==> src/logic/smc_pkg.sv <==
`default_nettype none
package smc_pkg;
    // sleep mode select codes
    localparam logic [2:0] SEL_IDLE = 3'h0;
    localparam logic [2:0] SEL_ADCNR = 3'h1;
    localparam logic [2:0] SEL_PWR_DOWN = 3'h2;
    localparam logic [2:0] SEL_PWR_SAVE = 3'h3;
    localparam logic [2:0] SEL_STANDBY = 3'h6;
    localparam logic [2:0] SEL_EXT_STANDBY = 3'h7;

    // control register field positions and reset value
    localparam int DSO_BIT = 6;
    localparam int UNLOCK_BIT = 5;
    localparam logic [7:0] MCU_CTRL_RESET = 8'h00;

    // timed unlock sequence, in cycles
    localparam logic [2:0] UNLOCK_WINDOW = 3'h4;
    localparam logic [2:0] DSO_DELAY = 3'h3;
    localparam logic [2:0] DSO_HOLD = 3'h3;
    localparam logic [2:0] DSO_TOTAL = 3'(DSO_DELAY + DSO_HOLD);

    // wake-up timing
    localparam int CLK_MHZ = 40;
    localparam int BOD_WAKE_US = 60;
    localparam logic [15:0] BOD_WAKE_CYC = 16'(BOD_WAKE_US * CLK_MHZ);
    localparam logic [15:0] STANDBY_WAKE_CYC = 16'h0006;
    localparam logic [15:0] IRQ_HALT_CYC = 16'h0004;
    localparam logic [15:0] NO_WAIT_CYC = 16'h0000;

    // oscillator start-up counts per clock select fuse code
    localparam logic [15:0] STARTUP_CYC0 = 16'h0006;
    localparam logic [15:0] STARTUP_CYC1 = 16'h0102;
    localparam logic [15:0] STARTUP_CYC2 = 16'h0400;
    localparam logic [15:0] STARTUP_CYC3 = 16'h1000;

    localparam int PERIPH_COUNT = 8;

    typedef enum logic [2:0] {
        MODE_IDLE, MODE_ADCNR, MODE_PWR_DOWN, MODE_PWR_SAVE, MODE_STANDBY, MODE_EXT_STANDBY
    } smc_mode_t;

    typedef enum logic [1:0] {
        ST_ACTIVE, ST_SLEEP, ST_STARTUP, ST_HALT
    } smc_state_t;

    typedef struct packed {
        logic [2:0] sleep_mode_select;
        logic sleep_enable_bit;
    } smc_sleep_ctrl_t;

    typedef struct packed {
        logic valid;
        logic [7:0] data;
    } smc_mcu_wr_t;

    typedef struct packed {
        logic enabled;
        logic async;
    } smc_t2_cfg_t;

    // wake sources; interrupts other than timer two arrive already qualified by their enables
    typedef struct packed {
        logic ext_reset;
        logic wdt_reset;
        logic bor_reset;
        logic wdt_irq;
        logic twi_addr_match;
        logic twi_irq;
        logic low_ext_irq;
        logic high_ext_level_irq;
        logic pin_change;
        logic timer2_ovf;
        logic timer2_cmp;
        logic adc_done;
        logic spm_ready;
        logic other_io_irq;
    } smc_wake_t;

    typedef struct packed {
        logic cpu;
        logic flash;
        logic io;
        logic adc;
        logic asy;
        logic main_osc;
        logic timer_osc;
        logic timer2_sync;
    } smc_clk_en_t;
endpackage
`default_nettype wire

==> src/logic/smc_wake_timer.sv <==
`default_nettype none
module smc_wake_timer (
    input wire logic sys_clk_in,
    input wire logic rst_in,
    input wire logic load_in,
    input wire logic [15:0] value_in,
    output logic done_out
);
    import smc_pkg::*;

    typedef struct packed {
        logic busy;
        logic [15:0] cnt;
    } smc_tmr_state_t;

    smc_tmr_state_t cur;
    smc_tmr_state_t next_cur;

    // done in the cycle the count reaches one
    assign done_out = cur.busy && (cur.cnt == 16'h0001);

    // down counter, reload restarts it
    always_comb begin
        next_cur = cur;
        if (load_in) begin
            next_cur.busy = (value_in != 16'h0000);
            next_cur.cnt = value_in;
        end else if (cur.busy) begin
            next_cur.cnt = cur.cnt - 16'h0001;
            if (cur.cnt == 16'h0001) begin
                next_cur.busy = 1'b0;
            end
        end
    end

    always_ff @(posedge sys_clk_in) begin
        if (rst_in) begin
            cur <= '0;
        end else begin
            cur <= next_cur;
        end
    end
endmodule
`default_nettype wire

==> src/logic/smc_dso_unlock.sv <==
`default_nettype none
module smc_dso_unlock (
    input wire logic sys_clk_in,
    input wire logic rst_in,
    input wire smc_pkg::smc_mcu_wr_t mcu_wr_in,
    output logic detector_sleep_off_out,
    output logic detector_sleep_unlock_out,
    output logic dso_active_out
);
    import smc_pkg::*;

    typedef struct packed {
        logic dso;
        logic unlock;
        logic [2:0] unlock_cnt;
        logic [2:0] dso_cnt;
    } smc_unl_state_t;

    smc_unl_state_t cur;
    smc_unl_state_t next_cur;

    assign detector_sleep_off_out = cur.dso;
    assign detector_sleep_unlock_out = cur.unlock;
    // effective only after the set delay, until self clear
    assign dso_active_out = cur.dso && (cur.dso_cnt <= DSO_HOLD) && (cur.dso_cnt != 3'h0);

    // unlock window and self-clearing sleep-off bit
    always_comb begin
        next_cur = cur;
        if (cur.unlock) begin
            next_cur.unlock_cnt = cur.unlock_cnt - 3'h1;
            if (cur.unlock_cnt == 3'h1) begin
                next_cur.unlock = 1'b0;
            end
        end
        if (cur.dso) begin
            next_cur.dso_cnt = cur.dso_cnt - 3'h1;
            if (cur.dso_cnt == 3'h1) begin
                next_cur.dso = 1'b0;
            end
        end
        if (mcu_wr_in.valid && mcu_wr_in.data[DSO_BIT]) begin
            if (mcu_wr_in.data[UNLOCK_BIT]) begin
                // rewriting inside the window does not extend it
                if (!cur.unlock) begin
                    next_cur.unlock = 1'b1;
                    next_cur.unlock_cnt = UNLOCK_WINDOW;
                end
            end else if (cur.unlock) begin
                next_cur.dso = 1'b1;
                next_cur.dso_cnt = DSO_TOTAL;
                next_cur.unlock = 1'b0;
                next_cur.unlock_cnt = 3'h0;
            end
        end
    end

    always_ff @(posedge sys_clk_in) begin
        if (rst_in) begin
            cur <= '0;
        end else begin
            cur <= next_cur;
        end
    end
endmodule
`default_nettype wire

==> src/logic/smc_sleep_ctrl.sv <==
// How it works
// with sleep-off armed, detector goes off on sleep entry, on again at wake; code does so only in power-down, power-save and the two standby modes.
// after a sleep with detector off, wake delay is stretched to 60 us.
// detector-sleep-off bit sits at control bit 6, resets to zero.
// detector-sleep-off bit only accepts writes through the timed unlock.
// select 000 enters idle: CPU and flash clocks stop, others run.
// idle wakes on any interrupt; idle and ADC mode start enabled ADC.
// select 001 enters ADC mode: I/O, CPU, flash clocks stop.
// ADC mode wakes only on its listed reset and interrupt sources.
// select 010 enters power-down: oscillator and all generated clocks stop.
// power-down wakes on resets, address match, low lines, pin change.
// external agent holds a level wake interrupt long enough.
// power-down wake waits the start-up time chosen by clock fuses.
// select 011 enters power-save: power-down plus running timer two.
// timer two wakes power-save only with its mask and global enable.
// power-save keeps timer oscillator or main clock only as timer two needs.
// software prefers power-down when timer two is idle.
// select 110 with crystal enters standby, oscillator on, six-cycle wake.
// select 111 with crystal enters extended standby, six-cycle wake.
// power-reduction bit stops a peripheral clock and blocks its registers.
// clearing the bit restarts the clock with state intact.
// software disables a peripheral before stopping its clock.
// per-peripheral stopping acts in active and idle only.
// unlock writes both bits one, then within four cycles sleep-off alone.
// sleep-off effective three cycles after set, clears three cycles later.
// sleep instruction sleeps only while sleep enable is set.
// interrupt wake holds the CPU four cycles beyond start-up.
// reserved codes or standby without crystal fall back to idle.
`default_nettype none
module smc_sleep_ctrl (
    input wire logic sys_clk_in,
    input wire logic rst_in,
    input wire logic sleep_instr_in,
    input wire smc_pkg::smc_sleep_ctrl_t sleep_ctrl_in,
    input wire smc_pkg::smc_mcu_wr_t mcu_wr_in,
    input wire logic crystal_clock_in,
    input wire logic [1:0] clock_select_fuses_in,
    input wire smc_pkg::smc_wake_t wake_in,
    input wire logic [1:0] timer_two_irq_mask_in,
    input wire logic global_irq_enable_in,
    input wire smc_pkg::smc_t2_cfg_t timer2_cfg_in,
    input wire logic adc_enabled_in,
    input wire logic [7:0] power_reduction_reg_in,
    output smc_pkg::smc_clk_en_t clk_en_out,
    output logic [7:0] periph_clk_en_out,
    output logic [7:0] periph_access_en_out,
    output logic bod_enable_out,
    output logic adc_start_out,
    output logic cpu_halt_out,
    output smc_pkg::smc_state_t sleep_state_out,
    output smc_pkg::smc_mode_t sleep_mode_out,
    output logic wake_event_out,
    output logic wake_by_reset_out,
    output logic [7:0] mcu_control_reg_out
);
    import smc_pkg::*;

    typedef struct packed {
        smc_state_t state;
        smc_mode_t mode;
        logic bod_off;
        logic bod_en;
        logic wake_irq;
        logic adc_start;
        logic wake_event;
        logic wake_reset;
        smc_clk_en_t clk;
        logic [7:0] periph_clk;
        logic [7:0] periph_access;
    } smc_ctrl_state_t;

    smc_ctrl_state_t cur;
    smc_ctrl_state_t next_cur;

    logic dso_bit;
    logic unlock_bit;
    logic dso_active;
    logic timer_load;
    logic [15:0] timer_value;
    logic timer_done;
    smc_mode_t req_mode;
    logic wake_any;
    logic wake_reset;
    logic t2_wake;
    logic [15:0] startup_cyc;
    logic [15:0] wake_delay;
    smc_mode_t clk_mode;
    smc_clk_en_t mode_clk;
    logic [7:0] next_periph_access;

    // timed unlock of the detector sleep-off bit
    smc_dso_unlock u_unlock (
        .sys_clk_in(sys_clk_in),
        .rst_in(rst_in),
        .mcu_wr_in(mcu_wr_in),
        .detector_sleep_off_out(dso_bit),
        .detector_sleep_unlock_out(unlock_bit),
        .dso_active_out(dso_active)
    );

    // start-up and halt counter shared by the wake phases
    smc_wake_timer u_timer (
        .sys_clk_in(sys_clk_in),
        .rst_in(rst_in),
        .load_in(timer_load),
        .value_in(timer_value),
        .done_out(timer_done)
    );

    // register outputs
    assign clk_en_out = cur.clk;
    assign periph_clk_en_out = cur.periph_clk;
    assign periph_access_en_out = cur.periph_access;
    assign bod_enable_out = cur.bod_en;
    assign adc_start_out = cur.adc_start;
    assign cpu_halt_out = !cur.clk.cpu;
    assign sleep_state_out = cur.state;
    assign sleep_mode_out = cur.mode;
    assign wake_event_out = cur.wake_event;
    assign wake_by_reset_out = cur.wake_reset;

    // control register read view
    always_comb begin
        mcu_control_reg_out = MCU_CTRL_RESET;
        mcu_control_reg_out[DSO_BIT] = dso_bit;
        mcu_control_reg_out[UNLOCK_BIT] = unlock_bit;
    end

    // mode select decode with safe fallback
    always_comb begin
        unique case (sleep_ctrl_in.sleep_mode_select)
            SEL_IDLE: req_mode = MODE_IDLE;
            SEL_ADCNR: req_mode = MODE_ADCNR;
            SEL_PWR_DOWN: req_mode = MODE_PWR_DOWN;
            SEL_PWR_SAVE: req_mode = MODE_PWR_SAVE;
            SEL_STANDBY: req_mode = crystal_clock_in ? MODE_STANDBY : MODE_IDLE;
            SEL_EXT_STANDBY: req_mode = crystal_clock_in ? MODE_EXT_STANDBY : MODE_IDLE;
            default: req_mode = MODE_IDLE;
        endcase
    end

    // timer two wake needs its own mask and the global enable
    assign t2_wake = global_irq_enable_in && timer2_cfg_in.enabled
        && ((wake_in.timer2_ovf && timer_two_irq_mask_in[0])
        || (wake_in.timer2_cmp && timer_two_irq_mask_in[1]));
    assign wake_reset = wake_in.ext_reset || wake_in.wdt_reset || wake_in.bor_reset;

    // wake source qualification per mode
    always_comb begin
        wake_any = 1'b0;
        unique case (cur.mode)
            MODE_IDLE: begin
                // any interrupt or reset wakes idle
                wake_any = wake_reset || (|wake_in[10:0]);
            end
            MODE_ADCNR: begin
                wake_any = wake_reset || wake_in.adc_done || wake_in.wdt_irq
                    || wake_in.twi_irq || wake_in.twi_addr_match
                    || wake_in.timer2_ovf || wake_in.timer2_cmp
                    || wake_in.spm_ready || wake_in.high_ext_level_irq
                    || wake_in.pin_change;
            end
            MODE_PWR_DOWN, MODE_STANDBY: begin
                wake_any = wake_reset || wake_in.twi_addr_match
                    || wake_in.low_ext_irq || wake_in.pin_change;
            end
            MODE_PWR_SAVE, MODE_EXT_STANDBY: begin
                wake_any = wake_reset || wake_in.twi_addr_match
                    || wake_in.low_ext_irq || wake_in.pin_change || t2_wake;
            end
        endcase
    end

    // oscillator start-up count from clock select fuses
    always_comb begin
        unique case (clock_select_fuses_in)
            2'h0: startup_cyc = STARTUP_CYC0;
            2'h1: startup_cyc = STARTUP_CYC1;
            2'h2: startup_cyc = STARTUP_CYC2;
            2'h3: startup_cyc = STARTUP_CYC3;
        endcase
    end

    // wake delay by mode, stretched when the detector was off
    always_comb begin
        wake_delay = NO_WAIT_CYC;
        unique case (cur.mode)
            MODE_IDLE, MODE_ADCNR: wake_delay = NO_WAIT_CYC;
            MODE_PWR_DOWN, MODE_PWR_SAVE: wake_delay = startup_cyc;
            MODE_STANDBY, MODE_EXT_STANDBY: wake_delay = STANDBY_WAKE_CYC;
        endcase
        // detector must settle before code runs
        if (cur.bod_off && (wake_delay < BOD_WAKE_CYC)) begin
            wake_delay = BOD_WAKE_CYC;
        end
    end

    // mode being entered, or the one being held
    assign clk_mode = (cur.state == ST_ACTIVE) ? req_mode : cur.mode;

    // clock domains kept running in each sleep mode
    always_comb begin
        mode_clk = '0;
        unique case (clk_mode)
            MODE_IDLE: begin
                mode_clk.io = 1'b1;
                mode_clk.adc = 1'b1;
                mode_clk.asy = 1'b1;
                mode_clk.main_osc = 1'b1;
                mode_clk.timer2_sync = 1'b1;
                mode_clk.timer_osc = timer2_cfg_in.async;
            end
            MODE_ADCNR: begin
                mode_clk.adc = 1'b1;
                mode_clk.asy = 1'b1;
                mode_clk.main_osc = 1'b1;
                mode_clk.timer_osc = timer2_cfg_in.async;
            end
            MODE_PWR_DOWN: begin
                mode_clk = '0;
            end
            MODE_PWR_SAVE: begin
                mode_clk.asy = timer2_cfg_in.enabled && timer2_cfg_in.async;
                mode_clk.timer_osc = timer2_cfg_in.enabled && timer2_cfg_in.async;
                mode_clk.main_osc = timer2_cfg_in.enabled && !timer2_cfg_in.async;
                mode_clk.timer2_sync = mode_clk.main_osc;
            end
            MODE_STANDBY: begin
                mode_clk.main_osc = 1'b1;
            end
            MODE_EXT_STANDBY: begin
                mode_clk.main_osc = 1'b1;
                mode_clk.asy = timer2_cfg_in.enabled && timer2_cfg_in.async;
                mode_clk.timer_osc = timer2_cfg_in.enabled && timer2_cfg_in.async;
                mode_clk.timer2_sync = timer2_cfg_in.enabled && !timer2_cfg_in.async;
            end
        endcase
    end

    // per-peripheral clock and register access gating
    for (genvar i = 0; i < PERIPH_COUNT; i++) begin : g_periph
        assign next_periph_access[i] = !power_reduction_reg_in[i];
    end

    // sleep state machine
    always_comb begin
        next_cur = cur;
        next_cur.adc_start = 1'b0;
        next_cur.wake_event = 1'b0;
        next_cur.wake_reset = 1'b0;
        timer_load = 1'b0;
        timer_value = NO_WAIT_CYC;
        unique case (cur.state)
            ST_ACTIVE: begin
                // running, all clocks on, timer oscillator only when timer two is async
                next_cur.clk = '1;
                next_cur.clk.timer_osc = timer2_cfg_in.async;
                next_cur.bod_en = 1'b1;
                if (sleep_instr_in && sleep_ctrl_in.sleep_enable_bit) begin
                    next_cur.state = ST_SLEEP;
                    next_cur.mode = req_mode;
                    next_cur.clk = mode_clk;
                    // sleep-off honoured only in modes that allow it
                    next_cur.bod_off = dso_active
                        && (req_mode != MODE_IDLE) && (req_mode != MODE_ADCNR);
                    next_cur.adc_start = adc_enabled_in
                        && ((req_mode == MODE_IDLE) || (req_mode == MODE_ADCNR));
                end
            end
            ST_SLEEP: begin
                // mode clocks until a qualified wake
                next_cur.clk = mode_clk;
                next_cur.bod_en = !cur.bod_off;
                if (wake_any) begin
                    next_cur.wake_event = 1'b1;
                    next_cur.wake_irq = !wake_reset;
                    next_cur.bod_en = 1'b1;
                    next_cur.clk.main_osc = 1'b1;
                    if (wake_delay == NO_WAIT_CYC) begin
                        next_cur.state = ST_HALT;
                        timer_load = 1'b1;
                        timer_value = wake_reset ? 16'h0001 : IRQ_HALT_CYC;
                    end else begin
                        next_cur.state = ST_STARTUP;
                        timer_load = 1'b1;
                        timer_value = wake_delay;
                    end
                end
            end
            ST_STARTUP: begin
                // oscillator restarting, generated clocks still held
                next_cur.bod_en = 1'b1;
                if (timer_done) begin
                    next_cur.state = ST_HALT;
                    next_cur.bod_off = 1'b0;
                    next_cur.clk = '1;
                    next_cur.clk.cpu = 1'b0;
                    next_cur.clk.flash = 1'b0;
                    next_cur.clk.timer_osc = timer2_cfg_in.async;
                    timer_load = 1'b1;
                    timer_value = cur.wake_irq ? IRQ_HALT_CYC : 16'h0001;
                end
            end
            ST_HALT: begin
                // cpu held after start-up
                next_cur.bod_off = 1'b0;
                next_cur.bod_en = 1'b1;
                next_cur.clk = '1;
                next_cur.clk.cpu = 1'b0;
                next_cur.clk.flash = 1'b0;
                next_cur.clk.timer_osc = timer2_cfg_in.async;
                if (timer_done) begin
                    next_cur.state = ST_ACTIVE;
                    next_cur.clk.cpu = 1'b1;
                    next_cur.clk.flash = 1'b1;
                    next_cur.wake_reset = !cur.wake_irq;
                    next_cur.wake_irq = 1'b0;
                end
            end
        endcase
        next_cur.periph_clk = next_cur.clk.io ? next_periph_access : 8'h00;
        next_cur.periph_access = next_periph_access;
    end

    // state register
    always_ff @(posedge sys_clk_in) begin
        if (rst_in) begin
            cur <= '0;
            cur.state <= ST_ACTIVE;
            cur.mode <= MODE_IDLE;
            cur.bod_en <= 1'b1;
            cur.clk <= '1;
            cur.periph_clk <= '1;
            cur.periph_access <= '1;
        end else begin
            cur <= next_cur;
        end
    end
endmodule
`default_nettype wire

==> config.mk <==
export PLATFORM = sky130hd
export DESIGN_NAME = smc_sleep_ctrl
export DESIGN_NICKNAME = d
export VERILOG_FILES = /design/src/logic/smc_pkg.sv /design/src/logic/smc_wake_timer.sv /design/src/logic/smc_dso_unlock.sv /design/src/logic/smc_sleep_ctrl.sv
export SDC_FILE = /design/constraint.sdc
export NUM_CORES = 1
export LEC_CHECK = 0
export BUFFER_PORTS_ARGS = -buffer_cell sky130_fd_sc_hd__buf_2
export CAP_MARGIN = 20
export CORE_ASPECT_RATIO = 0.6
export CORE_MARGIN = 2
export CORE_UTILIZATION = 30
export CTS_CLUSTER_SIZE = 10
export DETAILED_ROUTE_END_ITERATION = 10
export PLACE_DENSITY = 0.48
export SETUP_SLACK_MARGIN = 0.02
export SLEW_MARGIN = 5
export SYNTH_ARGS = -nofsm -noshare
export SYNTH_HDL_FRONTEND = slang
export SYNTH_SLANG_ARGS = --single-unit
==> constraint.sdc <==
create_clock -name sys_clk_in -period 2.64 [get_ports sys_clk_in]
set_input_delay 0.132 -clock sys_clk_in [delete_from_list [all_inputs] [get_ports sys_clk_in]]
set_output_delay 0.132 -clock sys_clk_in [all_outputs]
set_load 0.01 [all_outputs]
==> results_dict.tcl <==
set metrics [dict create \
    seq_area_mm2 0.00118 \
    fillers 1179 \
    area_delta_synth_final_pct 21.0 \
    ys_async_sr_fraction_pct 0 \
    placed_cells 591 \
    grt_pass1_vias 2750 \
    finalNonFillerCells 615 \
    hold_violations 0 \
    fmax_ghz 0.424 \
    dp_hpwl_um 6900 \
    final_core_util_pct 37.1 \
    synthXorXnorAreaFrac_pct 3.30 \
    synthSimpleGateAreaFrac_pct 21.8 \
    cts.reportedPaths.clkPinSlew_ns 0.06 \
    pin_count 89 \
    worst_pin_slew_ns 0.506 \
    grt_setup_unrepaired "false" \
    postPlaceCellArea_mm2 0.00376 \
    root_buffer "clkbuf_16" \
    wl_met3_um 744 \
    wirelength_um 9110 \
    path_max_fanout 9 \
    placementRows 30 \
    dr.first_iter.drc_count 165 \
    fin_area_mm2 0.00417 \
    yosysSeqAreaShare_pct 34.2 \
    portBuffers 76 \
    synth_compound_area_share_pct 20.7 \
    syn-cell-area_mm2 0.00345 \
    ys_types 71 \
    fp.dieW_um 142 \
    yosysWarnings 0 \
    outcome "completed" \
    finalWeightedCongestion 0.818 \
    period_share_pct 89.4 \
    routedLengthMet1_um 5130 \
    multi_input_area_mm2 0.00188 \
    powerDensity_mw_per_mm2 651 \
    antenna_cells 0 \
    synth_top_family_by_area "simple AND/OR/NAND/NOR gates" \
    syn_avg_cell_area_um2 8.48 \
    synth_fa_ha_area_share_pct 6.17 \
    cts_tree "yes" \
    cts_max_level 3 \
    layout-drive-gt1-share_pct 25.5 \
    post-cts-setup-buffers 0 \
    muxShareOfSynthArea_pct 1.74 \
    die_h_um 87.1 \
    cts-hold-fix-buffers 8 \
    nNetsFinal 530 \
    endpoint_kind "register" \
    clock_sinks 59 \
    synth_edf_count 0 \
    grt_max_degree 29 \
    skew_ns 0.00616 \
    clock_path_buffers 2 \
    setup_viol 0 \
    path_class "register to register" \
    dieArea_mm2 0.0124 \
    core_mm2 0.0113 \
    route.met2.wl_um 3150 \
    drt-wirelength-per-cell_um 14.8 \
    synth_ff_type "dfxtp_1" \
    tns_ns 0 \
    cts-resized-gates 0 \
    antenna_found_initial 0 \
    critical_path_required_ns 2.83 \
    dr.pass1.iters 4 \
    synth_seq_cells 59 \
    initial_core_util_pct 30.6 \
    clk_latency_ns 0.33 \
    drc 0 \
    max_cap_viol_count 0 \
    reg2reg_slack_ns 0.28 \
    ant_nets 0 \
    period_minus_slack_ns 2.36 \
    grt.total_usage_pct 15.1 \
    hold_class "primary input to register" \
    cts_buffers 9 \
    overflow 0 \
    grt_pass1_wl_um 14400 \
    vias 3064 \
    leakage_nw 1.71 \
    top_layer "met4" \
    slew_headroom_pct 66.0 \
    worstSetupStartpointType "register" \
    vias_per_cell 4.98 \
    netlist_instances 407 \
    slew_violations 0 \
    cp.arrival_ns 2.55 \
    peakVddDrop_v 0.000321 \
]
[path summary, 6_finish.rpt]
check	depth (start not counted)	start	endpoint
max reg2reg	8	u_timer.cur[1]$_SDFFE_PP0P_	periph_clk_en_out[3]$_SDFF_PP1_
min reg2reg	2	clk_en_out[4]$_SDFFE_PP1N_	clk_en_out[4]$_SDFFE_PP1N_
min	2	adc_enabled_in	adc_start_out$_SDFF_PP0_
max	8	u_timer.cur[1]$_SDFFE_PP0P_	periph_clk_en_out[3]$_SDFF_PP1_
[cell families after synthesis]
family / Yosys count
muxes: 6
DFF: 59
buffers and inverters: 71
AOI/OAI and AO/OA: 94
adders and majority gates: 17
other: 1
xor gates and xnor gates: 13
and+or+nand+nor: 146
[Yosys cell counts, types with 5 or more instances]
master / count / area, µm²
nor4_1: 6 / 37.5
xor2_1: 8 / 70.1
inv_1: 20 / 75.1
clkbuf_1: 6 / 22.5
ha_1: 17 / 213
xnor2_1: 5 / 43.8
mux2i_1: 6 / 60.1
nand2_1: 44 / 165
nor3_1: 16 / 80.1
a31oi_1: 7 / 43.8
nand4_1: 6 / 37.5
o21ai_0: 14 / 70.1
dfxtp_1: 59 / 1180
nor2_1: 36 / 135
nand3_1: 14 / 70.1
buf_4: 37 / 278
a21oi_1: 18 / 90.1
a211oi_1: 5 / 37.5
[power breakdown]
group	internal [mW]	leakage, nW	switching [mW]
combinational	0.188	1.07	0.267
clock	0.850	0.155	0.423
sequential	0.946	0.483	0.0407
[sequential cells by signal, summed over array words and instances (netlist names), 2 cells and up]
register,count
u_timer.cur,17
periph_clk_en_out,8
sleep_state_out,2
clk_en_out,7
sleep_mode_out,3
u_unlock.cur,6
cur,2
periph_access_en_out,8
[worst max-delay path: stages, from the launching register on]
cell and delay (ns):
dfxtp_1 0.37, inv_1 0.07, ha_1 0.20, nor4b_4 0.15, and4_1 0.27, a211oi_2 0.43
a21oi_1 0.14, a31oi_2 0.44, o21ai_0 0.15
[routing by layer]
metal  GRT usage (%)  vias to the layer above
met4            4.32                        0
met2            19.2                      129
met3            4.95                        8
met1            23.5                     1384
li1                -                     1543
met5               0                        -
[cell usage in the layout (no fill, tap or decap), drive strengths merged, types with 4 or more instances in the layout]
| cell | instances |
|---|---|
| conb | 6 |
| o21ai | 16 |
| nor3 | 16 |
| o32a | 4 |
| nor4 | 9 |
| xnor2 | 5 |
| nand2b | 4 |
| buf | 85 |
| nand2 | 44 |
| a211oi | 6 |
| and3 | 4 |
| inv | 21 |
| ha | 17 |
| nand4 | 6 |
| a21oi | 19 |
| dlygate4sd3 | 8 |
| nand3 | 14 |
| xor2 | 8 |
| dfxtp | 59 |
| mux2i | 6 |
| clkbuf | 10 |
| a31oi | 8 |
| nor2 | 36 |
| o32ai | 4 |
[through the flow]
stage	setup slack [ns]	hold slack (ns)	total power, mW
after floorplan	0.512	0.194	1.34
after global placement	0.346	0.311	1.45
after detailed placement	0.312	0.314	1.45
after CTS	0.284	0.0633	2.75
after global routing	0.113	0.0746	2.84
final	0.280	0.0703	2.72
[cell type report]
| type | count | share of cell area, % |
|---|---|---|
| clock inverter | 6 | 2.13 |
| inverter | 21 | 1.89 |
| timing repair buffer | 93 | 12.7 |
| sequential | 59 | 28.3 |
| tap | 144 | 4.32 |
| multi-input combinational | 282 | 45.0 |
| clock buffer | 10 | 5.73 |
(Power assumes the default switching activity.)
